**src/ulc_pkg.sv**
```systemverilog
// Contract
// - Bank bit swaps offsets 0,1 to divisor
// - Bits 1:0 select five to eight bits
// - Bit 2 gives 1, 1.5 or 2 stops
// - Receiver checks only first stop bit
// - Bit 3 adds parity after last data
// - Bit 4 chooses odd or even parity
// - Stick parity forces fixed parity bit value
// - Bit 6 forces serial pin to zero
// - Break leaves transmitter timing running
// - Line control reads back all bits
// - Bit 0 goes first on line
// - Divisor write reloads 16-bit baud counter
package ulc_pkg;
  // Register offsets
  localparam logic [2:0] OFF_DATA = 3'h0;
  localparam logic [2:0] OFF_IEN = 3'h1;
  localparam logic [2:0] OFF_IID = 3'h2;
  localparam logic [2:0] OFF_LCTL = 3'h3;
  localparam logic [2:0] OFF_MCTL = 3'h4;
  localparam logic [2:0] OFF_LSTAT = 3'h5;
  localparam logic [2:0] OFF_MSTAT = 3'h6;
  localparam logic [2:0] OFF_SCR = 3'h7;
  // Line control field positions
  localparam int LC_STOP = 2;
  localparam int LC_PAR_ON = 3;
  localparam int LC_EVEN = 4;
  localparam int LC_STICK = 5;
  localparam int LC_BREAK = 6;
  localparam int LC_BANK = 7;
  // Reset values
  localparam logic [7:0] LCTL_RST = 8'h00;
  localparam logic [3:0] IEN_RST = 4'h0;
  localparam logic [4:0] MCTL_RST = 5'h00;
  // Interrupt identification codes
  localparam logic [2:0] IID_NONE = 3'h1;
  localparam logic [2:0] IID_LINE = 3'h6;
  localparam logic [2:0] IID_RXD = 3'h4;
  localparam logic [2:0] IID_TX_HOLDING_EMPTY = 3'h2;
  // Timing in 16x ticks
  localparam logic [4:0] TK_BIT_END = 5'h0f;
  localparam logic [4:0] TK_STOP15_END = 5'h17;
  localparam logic [4:0] TK_STOP2_END = 5'h1f;
  localparam logic [3:0] TK_MID = 4'h7;
  localparam logic [3:0] TK_RX_END = 4'hf;

  typedef enum logic [2:0] {TX_IDLE, TX_START, TX_DATA, TX_PAR, TX_STOP}
    ulc_tx_t;
  typedef enum logic [2:0] {RX_IDLE, RX_START, RX_DATA, RX_PAR, RX_STOP}
    ulc_rx_t;

  typedef struct packed {
    logic [7:0] lctl;
    logic [3:0] ien;
    logic [4:0] mctl;
    logic [7:0] scratch_byte;
    logic [7:0] div_lo;
    logic [7:0] div_hi;
    logic [15:0] bcnt;
    logic [7:0] hold;
    logic hold_full;
    logic tx_holding_empty_pend;
    ulc_tx_t tx_st;
    logic [4:0] tx_cnt;
    logic [2:0] tx_bit;
    logic [7:0] tsr;
    logic tx_par;
    logic tx_line;
    logic tx_out;
    logic rx_s1;
    logic rx_s2;
    ulc_rx_t rx_st;
    logic [3:0] rx_cnt;
    logic [2:0] rx_bit;
    logic [7:0] rx_sh;
    logic rx_par;
    logic rx_zero;
    logic [7:0] rbuf;
    logic dr;
    logic oe;
    logic pe;
    logic fe;
    logic bi;
    logic [7:0] rdata;
    logic intr;
  } ulc_state_t;
endpackage

```
**src/ulc_uart.sv**
```systemverilog
`timescale 1ns/1ps
module ulc_uart
  import ulc_pkg::*;
(
  // Clock and reset
  input wire logic clk_sys_i,
  input wire logic sys_rst_i,
  // CPU byte bus, strobes one cycle wide
  input wire logic sel_i,
  input wire logic [2:0] addr_i,
  input wire logic rd_i,
  input wire logic wr_i,
  input wire logic [7:0] wdata_i,
  output logic [7:0] rdata_o,
  // Serial line and interrupt
  input wire logic serial_rx_i,
  output logic serial_tx_pin_o,
  output logic intr_o
);

  ulc_state_t s;
  ulc_state_t n;

  // Pending interrupt by priority, gated by enables
  function automatic logic [2:0] iid_of(input ulc_state_t x);
    if (x.ien[2] && (x.oe || x.pe || x.fe || x.bi))
      return IID_LINE;
    else if (x.ien[0] && x.dr)
      return IID_RXD;
    else if (x.ien[1] && x.tx_holding_empty_pend)
      return IID_TX_HOLDING_EMPTY;
    else
      return IID_NONE;
  endfunction

  // Odd parity when even bit clear, fixed value under stick
  function automatic logic par_of(input logic [7:0] d, input logic [7:0] lc);
    if (lc[LC_STICK])
      return ~lc[LC_EVEN];
    else
      return lc[LC_EVEN] ? ^d : ~^d;
  endfunction

  // Outputs come straight from the state register
  assign rdata_o = s.rdata;
  assign serial_tx_pin_o = s.tx_out;
  assign intr_o = s.intr;

  // Next-state logic: bus, baud, transmitter, receiver
  always_comb
  begin
    logic tick;
    logic bank;
    logic [1:0] len;
    logic [2:0] last;
    logic [4:0] stop_end;
    logic [7:0] rx_data;
    logic [7:0] masked;
    logic thr_wr;
    logic tx_empty;
    // Defaults: every register holds unless a branch below moves it
    tick = 1'b0;
    stop_end = TK_BIT_END;
    n = s;
    bank = s.lctl[LC_BANK];
    len = s.lctl[1:0];
    last = {1'b1, len};
    // Character mask and right-aligned receive byte
    masked = 8'hff >> (2'd3 - len);
    rx_data = s.rx_sh >> (2'd3 - len);
    // Holding-register write this cycle; it must survive a load
    thr_wr = sel_i && wr_i && addr_i == OFF_DATA && !bank;
    tx_empty = ~s.hold_full && s.tx_st == TX_IDLE;
    // Stop length; 1.5 only for five-bit characters
    if (!s.lctl[LC_STOP])
      stop_end = TK_BIT_END;
    else if (len == 2'd0)
      stop_end = TK_STOP15_END;
    else
      stop_end = TK_STOP2_END;
    // Two-flop synchroniser; only the second stage is read
    n.rx_s1 = serial_rx_i;
    n.rx_s2 = s.rx_s1;

    // Baud counter, one tick per 16x period
    if (s.bcnt <= 16'h0001)
    begin
      n.bcnt = {s.div_hi, s.div_lo};
      tick = 1'b1;
    end
    else
      n.bcnt = s.bcnt - 16'h0001;

    // Register reads and their clear side effects
    if (sel_i && rd_i)
    begin
      case (addr_i)
        OFF_DATA:
        begin
          n.rdata = bank ? s.div_lo : s.rbuf;
          if (!bank)
            n.dr = 1'b0;
        end
        OFF_IEN: n.rdata = bank ? s.div_hi : {4'h0, s.ien};
        OFF_IID:
        begin
          // Reading the id drops a reported holding-empty
          n.rdata = {5'h00, iid_of(s)};
          if (iid_of(s) == IID_TX_HOLDING_EMPTY)
            n.tx_holding_empty_pend = 1'b0;
        end
        OFF_LCTL: n.rdata = s.lctl;
        OFF_MCTL: n.rdata = {3'h0, s.mctl};
        OFF_LSTAT:
        begin
          n.rdata = {1'b0, tx_empty, ~s.hold_full, s.bi, s.fe, s.pe,
                     s.oe, s.dr};
          // Error flags clear on read; a same-cycle receive wins
          n.oe = 1'b0;
          n.pe = 1'b0;
          n.fe = 1'b0;
          n.bi = 1'b0;
        end
        OFF_SCR: n.rdata = s.scratch_byte;
        default: n.rdata = 8'h00;
      endcase
    end

    // Register writes; status writes are ignored
    if (sel_i && wr_i)
    begin
      case (addr_i)
        OFF_DATA:
        begin
          if (bank)
          begin
            n.div_lo = wdata_i;
            n.bcnt = {s.div_hi, wdata_i};
          end
          else
          begin
            n.hold = wdata_i;
            n.hold_full = 1'b1;
            n.tx_holding_empty_pend = 1'b0;
          end
        end
        OFF_IEN:
        begin
          if (bank)
          begin
            n.div_hi = wdata_i;
            n.bcnt = {wdata_i, s.div_lo};
          end
          else
            n.ien = wdata_i[3:0];
        end
        OFF_LCTL: n.lctl = wdata_i;
        OFF_MCTL: n.mctl = wdata_i[4:0];
        OFF_SCR: n.scratch_byte = wdata_i;
        default: ;
      endcase
    end

    // Transmitter; runs regardless of break
    if (tick)
    begin
      n.tx_cnt = s.tx_cnt + 5'd1;
      case (s.tx_st)
        TX_IDLE:
        begin
          n.tx_cnt = 5'd0;
          n.tx_line = 1'b1;
        end
        TX_START:
          if (s.tx_cnt == TK_BIT_END)
          begin
            n.tx_cnt = 5'd0;
            n.tx_bit = 3'd0;
            n.tx_line = s.tsr[0];
            n.tx_st = TX_DATA;
          end
        TX_DATA:
          if (s.tx_cnt == TK_BIT_END)
          begin
            n.tx_cnt = 5'd0;
            n.tx_bit = s.tx_bit + 3'd1;
            n.tsr = s.tsr >> 1;
            n.tx_line = s.tsr[1];
            if (s.tx_bit == last)
            begin
              n.tx_st = s.lctl[LC_PAR_ON] ? TX_PAR : TX_STOP;
              n.tx_line = s.lctl[LC_PAR_ON] ? s.tx_par : 1'b1;
            end
          end
        TX_PAR:
          if (s.tx_cnt == TK_BIT_END)
          begin
            n.tx_cnt = 5'd0;
            n.tx_line = 1'b1;
            n.tx_st = TX_STOP;
          end
        TX_STOP:
          if (s.tx_cnt == stop_end)
          begin
            n.tx_cnt = 5'd0;
            n.tx_st = TX_IDLE;
          end
        default: n.tx_st = TX_IDLE;
      endcase
      // Load from idle or straight off the last stop tick, so
      // back-to-back frames get no extra idle tick between them
      if (s.hold_full && (s.tx_st == TX_IDLE ||
          (s.tx_st == TX_STOP && s.tx_cnt == stop_end)))
      begin
        n.tsr = s.hold;
        n.tx_par = par_of(s.hold & masked, s.lctl);
        n.hold_full = thr_wr; // A same-cycle write refills it
        n.tx_holding_empty_pend = 1'b1; // Set wins over a same-cycle clear
        n.tx_line = 1'b0;
        n.tx_cnt = 5'd0;
        n.tx_st = TX_START;
      end
    end
    // Break masks only the pin, not the shifter
    n.tx_out = n.tx_line & ~n.lctl[LC_BREAK];

    // Receiver, sampling mid-bit on 16x ticks
    if (tick)
    begin
      n.rx_cnt = s.rx_cnt + 4'd1;
      case (s.rx_st)
        RX_IDLE:
        begin
          n.rx_cnt = 4'd0;
          if (!s.rx_s2)
            n.rx_st = RX_START;
        end
        RX_START:
          if (s.rx_cnt == TK_MID)
          begin
            n.rx_cnt = 4'd0;
            n.rx_bit = 3'd0;
            n.rx_sh = 8'h00;
            n.rx_zero = 1'b1;
            // False start is dropped
            n.rx_st = s.rx_s2 ? RX_IDLE : RX_DATA;
          end
        RX_DATA:
          if (s.rx_cnt == TK_RX_END)
          begin
            n.rx_sh = {s.rx_s2, s.rx_sh[7:1]};
            n.rx_zero = s.rx_zero & ~s.rx_s2;
            n.rx_bit = s.rx_bit + 3'd1;
            if (s.rx_bit == last)
              n.rx_st = s.lctl[LC_PAR_ON] ? RX_PAR : RX_STOP;
          end
        RX_PAR:
          if (s.rx_cnt == TK_RX_END)
          begin
            n.rx_par = s.rx_s2;
            n.rx_zero = s.rx_zero & ~s.rx_s2;
            n.rx_st = RX_STOP;
          end
        RX_STOP:
          // First stop bit only; later ones look like idle
          if (s.rx_cnt == TK_RX_END)
          begin
            n.rbuf = rx_data;
            n.oe = n.oe | s.dr;
            n.dr = 1'b1;
            n.pe = n.pe | (s.lctl[LC_PAR_ON] &&
                   s.rx_par != par_of(rx_data, s.lctl));
            n.fe = n.fe | ~s.rx_s2;
            n.bi = n.bi | (s.rx_zero & ~s.rx_s2);
            n.rx_st = RX_IDLE;
          end
        default: n.rx_st = RX_IDLE;
      endcase
    end

    // Interrupt follows the next state so the pin is registered
    n.intr = (iid_of(n) != IID_NONE);
  end

  // State register with synchronous reset
  always_ff @(posedge clk_sys_i)
  begin
    if (sys_rst_i)
    begin
      s <= '0;
      s.lctl <= LCTL_RST;
      s.ien <= IEN_RST;
      s.mctl <= MCTL_RST;
      // Line and synchroniser idle high, so no false start
      s.tx_line <= 1'b1;
      s.tx_out <= 1'b1;
      s.rx_s1 <= 1'b1;
      s.rx_s2 <= 1'b1;
    end
    else
      s <= n;
  end

endmodule

```
**config.mk**
```make
export PLATFORM = sky130hd
export DESIGN_NAME = ulc_uart
export DESIGN_NICKNAME = d
export VERILOG_FILES = /design/src/ulc_pkg.sv /design/src/ulc_uart.sv
export SDC_FILE = /design/constraint.sdc
export NUM_CORES = 1
export LEC_CHECK = 0
export BUFFER_PORTS_ARGS = -buffer_cell sky130_fd_sc_hd__buf_2
export CORE_ASPECT_RATIO = 0.8
export CORE_MARGIN = 10
export CORE_UTILIZATION = 65
export DETAILED_ROUTE_END_ITERATION = 6
export GPL_TIMING_DRIVEN = 1
export PLACE_DENSITY = 0.88
export SLEW_MARGIN = 5
export SYNTH_ARGS = -nofsm -noshare
export SYNTH_HDL_FRONTEND = slang
export SYNTH_SLANG_ARGS = --single-unit
```
**constraint.sdc**
```tcl
create_clock -name clk_sys_i -period 3.3 [get_ports clk_sys_i]
set_clock_uncertainty 0.05 [all_clocks]
set_input_delay 0.825 -clock clk_sys_i [delete_from_list [all_inputs] [get_ports clk_sys_i]]
set_output_delay 0.825 -clock clk_sys_i [all_outputs]
set_load 0.01 [all_outputs]
```
# Word level (Yosys, flattened, before mapping)
# Cells that the tools add are included.
# classes
reduce_logical	51
bitwise	12
shifts	2
order_cmp	1
mux	80
eq_ne	37
addsub	6
# op_table
operator	count
8-bit 2-to-1 mux	9
66-bit 2-to-1 mux	1
8-bit case mux with 7 select lines	1
10-bit 2-to-1 mux	4
3-bit 2-to-1 mux	13
16-bit 2-to-1 mux	2
16-bit case mux with 2 select lines	1
3-bit case mux with 5 select lines	2
5-bit 2-to-1 mux	5
5-bit case mux with 5 select lines	1
24-bit 2-to-1 mux	1
23-bit 2-to-1 mux	1
11-bit 2-to-1 mux	2
11-bit case mux with 2 select lines	1
3-bit by 2-bit equality test with 1-bit output (second input constant)	7
1-bit 2-to-1 mux	21
3-bit AND reduction	7
19-bit 2-to-1 mux	1
18-bit 2-to-1 mux	1
16-bit by 1-bit less-or-equal comparator with 1-bit output (second input constant)	1
4-bit 2-to-1 mux	4
2-bit != test (second input constant)	8
8-bit XNOR reduction	2
8-bit parity	2
41 further kinds	91
# totals
ff_bits	133
word_cells	224
in_bits	17
output_inout_bits	10

# Logic depth before layout (Yosys ltp)
# Gate-level depths: netlist of the first run.
# depth
ltp_word	21
depth_mapped	12
mapped_depth_nobuf	11

# Worst setup path before layout of the first run
# OpenSTA, ideal clock, no wires.
# synth_timing
kind	input -> register
start	input port addr_i[1]
end	register s[87] in the netlist's numbering
required_ps	3136
t_arrival_ps	2278
cell_stages	8
slack_ps	858
setup_time_ps	114
cell_sequence	clkbuf_1 > nor2_1 > and3_1 > clkbuf_1 > nand2_1 > clkbuf_1 > nor2_1 > a2111oi_0
# synth_between
elab_chain_cells	3
# synth_rtl
element	line_no	source
from (decl)	ulc_uart.sv:10	input wire logic [2:0] addr_i,
3-bit by 1-bit equality test with 1-bit output / 3-bit logical NOT (equally long branches)	ulc_uart.sv:132	case (addr_i)
16-bit case mux with 2 select lines *	ulc_uart.sv:132	
66-bit 2-to-1 mux *	ulc_uart.sv:130	if (sel_i && wr_i)
to (signal assigned)	ulc_uart.sv:301	s <= n;
to (decl)	ulc_uart.sv:21	ulc_state_t s;
# Every way passes the cells marked *; elsewhere a longest branch is shown, timed or not.
# A chain may end at the register's enable or synchronous reset.

# Worst setup path in the final report of the first run
# layout_timing
start	register s[79] in the netlist's numbering
end	register s[39] in the netlist's numbering
# layout_between
elab_chain_cells	3
# layout_rtl
element	line_no	source
16-bit by 1-bit less-or-equal comparator with 1-bit output	ulc_uart.sv:86	if (s.bcnt <= 16'h0001)
1-bit 2-to-1 mux	ulc_uart.sv:86	
7-bit AND reduction (no source line)	n/a	
# No other way between the ends.

==> results.tsv, run 1 <==
stage	metric	value	unit
routing	wire_per_inst	19.5	µm
clock_network	h-tree-depth	4	
routing	routed_via_density	6.56	
placed_design	place_inst	980	
clock_network	cts_tree	done	
final_layout	regArea	0.00266	mm²
global_routing	overflow	0	
final_layout	area_growth	10.5	%
yosys	yosys_warnings	0	
yosys	seq_area_frac_synth	37.2	%
yosys	synth_area	0.00716	mm²
die	core_area	0.0108	mm²
yosys	netlist_instances	863	
routing	drt_iter0_markers	1105	
yosys	yosys_register_bits	133	
final_layout	stdcell_area	0.00791	mm²
die	pin_count	27	
pwr	ir_drop	476	µV
clock_network	cts_hold_buf	0	
sta	slew_violations	0	
sta	finalWorstPathRequiredPeriod	3080	ps
routing	wirelength	19800	µm
placed_design	placedInstanceArea	0.00729	mm²
worst_setup_path	r2r_end	s[39]	
global_routing	gr-usage-all-layers	25.2	%
clock_network	numCtsBuffers	17	
yosys	synth_area_leaders	dfxtp_1 (37%), mux2i_1 (11%), nor2_1 (7.4%)	
final_layout	fillerInstances	768	
clock_network	cts_resized	0	
final_layout	drive_above_1_share	12.0	%
worst_setup_path	crit_arrival	3380	ps
placed_design	port_buffers	26	
global_routing	grt_pass1_wl	31900	µm
outcome	status	finished clean	
yosys	synthesis.nets	888	
yosys	ys.flop_type	dfxtp_1	
sta	fin_setup_tns	0	ps
sta	relSlewSlack	47.8	%
yosys	yosysTopAreaCellShare	37.2	%
yosys	ys_types	71	
routing	drcViolationCount	0	
yosys	synth_edf_count	0	
final_layout	fin_cells	1012	
die	die_w	137	µm
pwr	power_per_cell_area	634	mW/mm²
yosys	yosys.area.top_type	dfxtp_1	
die	start_util	66.3	%
clock_network	clk_latency	420	ps
yosys	post-synth-top-count-cell	nor2_1	
clock_network	cts_root_buffer	clkbuf_16	
yosys	synth.avg_cell_area	8.30	µm²
sta	whs	386	ps
worst_setup_path	critical_path_class	flop to flop	
global_routing	antenna_found_initial	0	
placed_design	place_hpwl	13200	µm
clock_network	max-clock-path-buffers	2	
hold_path	hp-class	flop to flop	
sta	worstMarginPinSlew	783	ps
global_routing	grt_max_degree	78	
sta	post-route-period-util	93.4	%
final_layout	multi_input_area	0.00411	mm²
worst_setup_path	rr_startpoint	s[79]	
pwr	power.leakage	0.00307	µW
sta	max_freq	0.324	GHz
clock_network	cts.clk_slew.worst_paths	60	ps
die	dieHeight	114	µm
sta	rsz0062_at_grt	no	
yosys	ys_top_cells_by_count	nor2_1 (142), dfxtp_1 (133), mux2i_1 (76), a21oi_1 (69), nand2_1 (63)	
clock_network	post_cts_buffers	0	
final_layout	final_nets	880	
hold_path	hold_start	n[42]	
global_routing	grt_pass1_vias	6286	
worst_setup_path	end_kind	flop	
hold_path	min_to	s[42]	
yosys	async_reset_ff_share	0	%
die	rows	34	
die	dieArea	0.0156	mm²
hold_path	hold_depth	1	
placed_design	gp_congestion	0.908	
routing	ant_nets	0	
worst_setup_path	r2r_setup_slack	220	ps
final_layout	final_core_util	73.2	%
sta	hold_viol	0	
job	drv_cap	0	
routing	firstDrtPassIters	6	
worst_setup_path	rr_worst_depth	7	
worst_setup_path	crit_path_start_kind	flop	
worst_setup_path	crit_required	3600	ps
worst_setup_path	path_max_fanout	10	
final_layout	num_antenna_cells	0	
clock_network	clock_sinks	133	
sta	finalSetupViolations	0	
routing	vias	6636	
area by class of cell:
type / instances / share of cell area [%]
multi-input cells: 642 / 51.9
flip-flops and latches: 133 / 33.7
clock buffers: 24 / 6.34
repair buffers: 45 / 3.48
well taps: 144 / 2.28
clock inverters: 8 / 1.52
inverters: 16 / 0.759
metal layers:
metal  track usage (%)  vias to the layer above  routed length (µm)
met3              5.01                       58                1930
met1              33.4                     3159                8170
met4              11.1                        0                 557
li1                  -                     3030                   -
met2              39.0                      389                9120
met5                 0                        -                   0
worst max-delay path by stage:
stage	start	endpoint	slack, ps	cells past startpoint
floorplan	addr_i[1]	s[87]	860	8
global placement	addr_i[0]	rdata_o[2]	640	8
detailed placement	s[76]	s[39]	490	9
CTS	s[79]	s[39]	430	7
global route	s[79]	s[39]	160	7
finish	s[79]	s[39]	220	7
registers in the layout, summed over array words and instances, names as in the netlist:
register	cells
s	122
serial_tx_pin_o	1
rdata_o	8
intr_o	1
n	1
per-stage QoR:
step	setup slack (ps)	total power, µW
6_report	218	5020
4_1_cts	428	4980
5_1_grt	156	5220
3_3_place_gp	638	2930
2_1_floorplan	858	2760
3_5_place_dp	494	3000
critical path: stages (launching register included):
cell	delay, ps
dfxtp_1	340
nor3_1	450
and2_0	410
and3_1	660
o221ai_2	290
a2111oi_0	610
a21oi_1	90
nor2_1	100
power by group:
part / internal [µW] / switching [µW] / leakage, µW
clock: 1290 / 700 / 0.000302
combinational: 457 / 730 / 0.00169
sequential: 1730 / 116 / 0.00108
layout by cell type (no fill, tap or decap), types with 5 or more instances in the layout:
master	count
nor2_1	142
dfxtp_1	133
mux2i_1	76
a21oi_1	69
nand2_1	63
nand3_1	28
o21ai_0	25
buf_2	25
a211oi_1	21
buf_4	20
nor3_1	18
xnor2_1	18
clkbuf_16	17
inv_1	16
xor2_1	14
nor2b_1	12
and3_1	11
nor3b_1	10
a22oi_1	9
mux2_2	8
o211ai_1	8
ha_1	8
nand2b_1	6
or3_1	6
or2_2	5
nand4_1	5
o21a_1	5
a31oi_1	5
a2111oi_0	5
clkbuf_8	5
cells by family after synthesis:
group | count (synthesis) | share of synthesized area [%]
AO/OA/AOI/OAI | 189 | 17.6
XOR/XNOR | 34 | 4.54
adder cells (fa/ha/maj) | 8 | 1.40
buffers and inverters | 88 | 5.44
flip-flops | 133 | 37.2
multiplexers | 86 | 12.5
AND/OR/NAND/NOR | 325 | 21.3
Note: power is estimated with default switching activity, not from simulation.
==> run 2, diff against run 1 <==
clock period = 3.8 ns   (was 3.3 ns; I/O delays follow)
==> results.tsv, run 2 (synthesis gave the netlist of run 1 again) <==
stage	metric	value	unit
routing	routed_via_density	6.46	
final_layout	layout_common_cells	nor2_1 (142), dfxtp_1 (133), mux2i_1 (76)	
die	rows	34	
worst_setup_path	rr_worst_depth	8	
clock_network	h-tree-depth	4	
clock_network	cts.clk_slew.worst_paths	60	ps
routing	top_layer	met4	
worst_setup_path	crit_arrival	3230	ps
die	start_util	66.3	%
sta	slew_violations	0	
final_layout	num_antenna_cells	0	
pwr	power_per_cell_area	544	mW/mm²
global_routing	grt_pass1_wl	31700	µm
worst_setup_path	crit_path_start_kind	flop	
routing	wirelength	19600	µm
worst_setup_path	crit_start	s[76]	
routing	vias	6485	
clock_network	cts_root_buffer	clkbuf_16	
routing	ant_nets	0	
routing	firstDrtPassIters	6	
final_layout	final_nets	873	
routing	wire_per_inst	19.5	µm
worst_setup_path	r2r_end	s[18]	
global_routing	grt_max_degree	45	
global_routing	overflow	0	
sta	hold_viol	0	
worst_setup_path	endpoint	s[18]	
pwr	power.leakage	0.00301	µW
worst_setup_path	rr_startpoint	s[76]	
sta	max_freq	0.341	GHz
clock_network	numCtsBuffers	17	
final_layout	regMostFlops	s	
routing	wl_met2	9020	µm
placed_design	place_inst	973	
routing	drt_iter0_markers	808	
sta	worstMarginPinSlew	985	ps
die	pin_count	27	
hold_path	hp-class	flop to flop	
routing	drcViolationCount	0	
worst_setup_path	r2r_setup_slack	870	ps
final_layout	fin_cells	1004	
placed_design	gp_congestion	0.926	
final_layout	largest_reg_flops	122	
die	die_w	137	µm
worst_setup_path	path_max_fanout	12	
final_layout	final_core_util	72.2	%
clock_network	clock_sinks	133	
clock_network	cts_hold_buf	0	
final_layout	fillerInstances	783	
die	dieArea	0.0156	mm²
final_layout	area_growth	8.95	%
clock_network	post_cts_buffers	0	
placed_design	place_hpwl	13100	µm
placed_design	port_buffers	26	
final_layout	final_common_cell	nor2_1	
worst_setup_path	crit_required	4100	ps
clock_network	cts_tree	done	
sta	relSlewSlack	34.3	%
routing	met3WireLength	2060	µm
outcome	status	finished clean	
die	dieHeight	114	µm
global_routing	grt_pass1_vias	6049	
global_routing	antenna_found_initial	0	
sta	post-route-period-util	77.1	%
sta	finalSetupViolations	0	
sta	rsz0062_at_grt	no	
clock_network	max-clock-path-buffers	2	
final_layout	drive_above_1_share	11.2	%
routing	met1_length	8140	µm
die	core_area	0.0108	mm²
sta	fin_setup_tns	0	ps
job	drv_cap	0	
worst_setup_path	end_kind	flop	
global_routing	gr-usage-all-layers	25.2	%
worst_setup_path	critical_path_class	flop to flop	
sta	finalWorstPathRequiredPeriod	2930	ps
pwr	ir_drop	375	µV
clock_network	cts_resized	0	
clock_network	clk_latency	430	ps
## run 2: changes by cell type in the layout (fill, tap and decap cells not counted), sizes merged
cell / previous run / this run
clkinv: 3 / 7
clkbuf: 24 / 21
clkinvlp: 2 / 1
bufinv: 3 / 2
buf: 45 / 38
## run 2: stage by stage
step,total power (µW),instance area [µm²],setup slack [ps],hold WS (ps)
finish,4250,7800,872,375
global route,4410,7800,652,387
CTS,4220,7800,918,384
detailed placement,2620,7230,704,355
global placement,2550,7230,892,350
floorplan,2400,7160,1230,339
## run 2: layer usage
| metal | GRT usage, % | vias up |
|---|---|---|
| met3 | 6.02 | 44 |
| li1 | - | 3017 |
| met1 | 33.7 | 3066 |
| met5 | 0 | - |
| met4 | 8.63 | 0 |
| met2 | 38.8 | 358 |
## run 2: area by class of cell
type	count	area (µm²)	area share, %
clock inverters	10	106	1.36
inverters	16	60.1	0.770
repair buffers	38	223	2.86
clock buffers	21	460	5.90
multi-input cells	642	4110	52.7
flip-flops and latches	133	2660	34.1
well taps	144	180	2.31
## run 2: worst max-delay path, stage by stage (launching register included)
cell      delay (ps)
dfxtp_1          370
inv_1             80
ha_1             280
nor2_1            90
nor3_1           410
and3_1           570
nand2b_1         380
or3_1            460
a21oi_1          150
## run 2: how the worst min path moves through the flow
| stage | start | endpoint | slack, ps | depth (start not counted) |
|---|---|---|---|---|
| after floorplan | n[42] | s[42] | 340 | 1 |
| final | n[42] | s[42] | 380 | 1 |
| after global placement | n[42] | s[42] | 350 | 1 |
| after CTS | n[42] | s[42] | 380 | 1 |
| after global routing | n[42] | s[42] | 390 | 1 |
| after detailed placement | n[42] | s[42] | 360 | 1 |
## run 2: power by group
part	leakage (µW)	switching, µW	total (µW)	internal, µW
registers	0.00108	106	1610	1500
clock network	0.000282	607	1600	988
logic	0.00165	643	1050	403
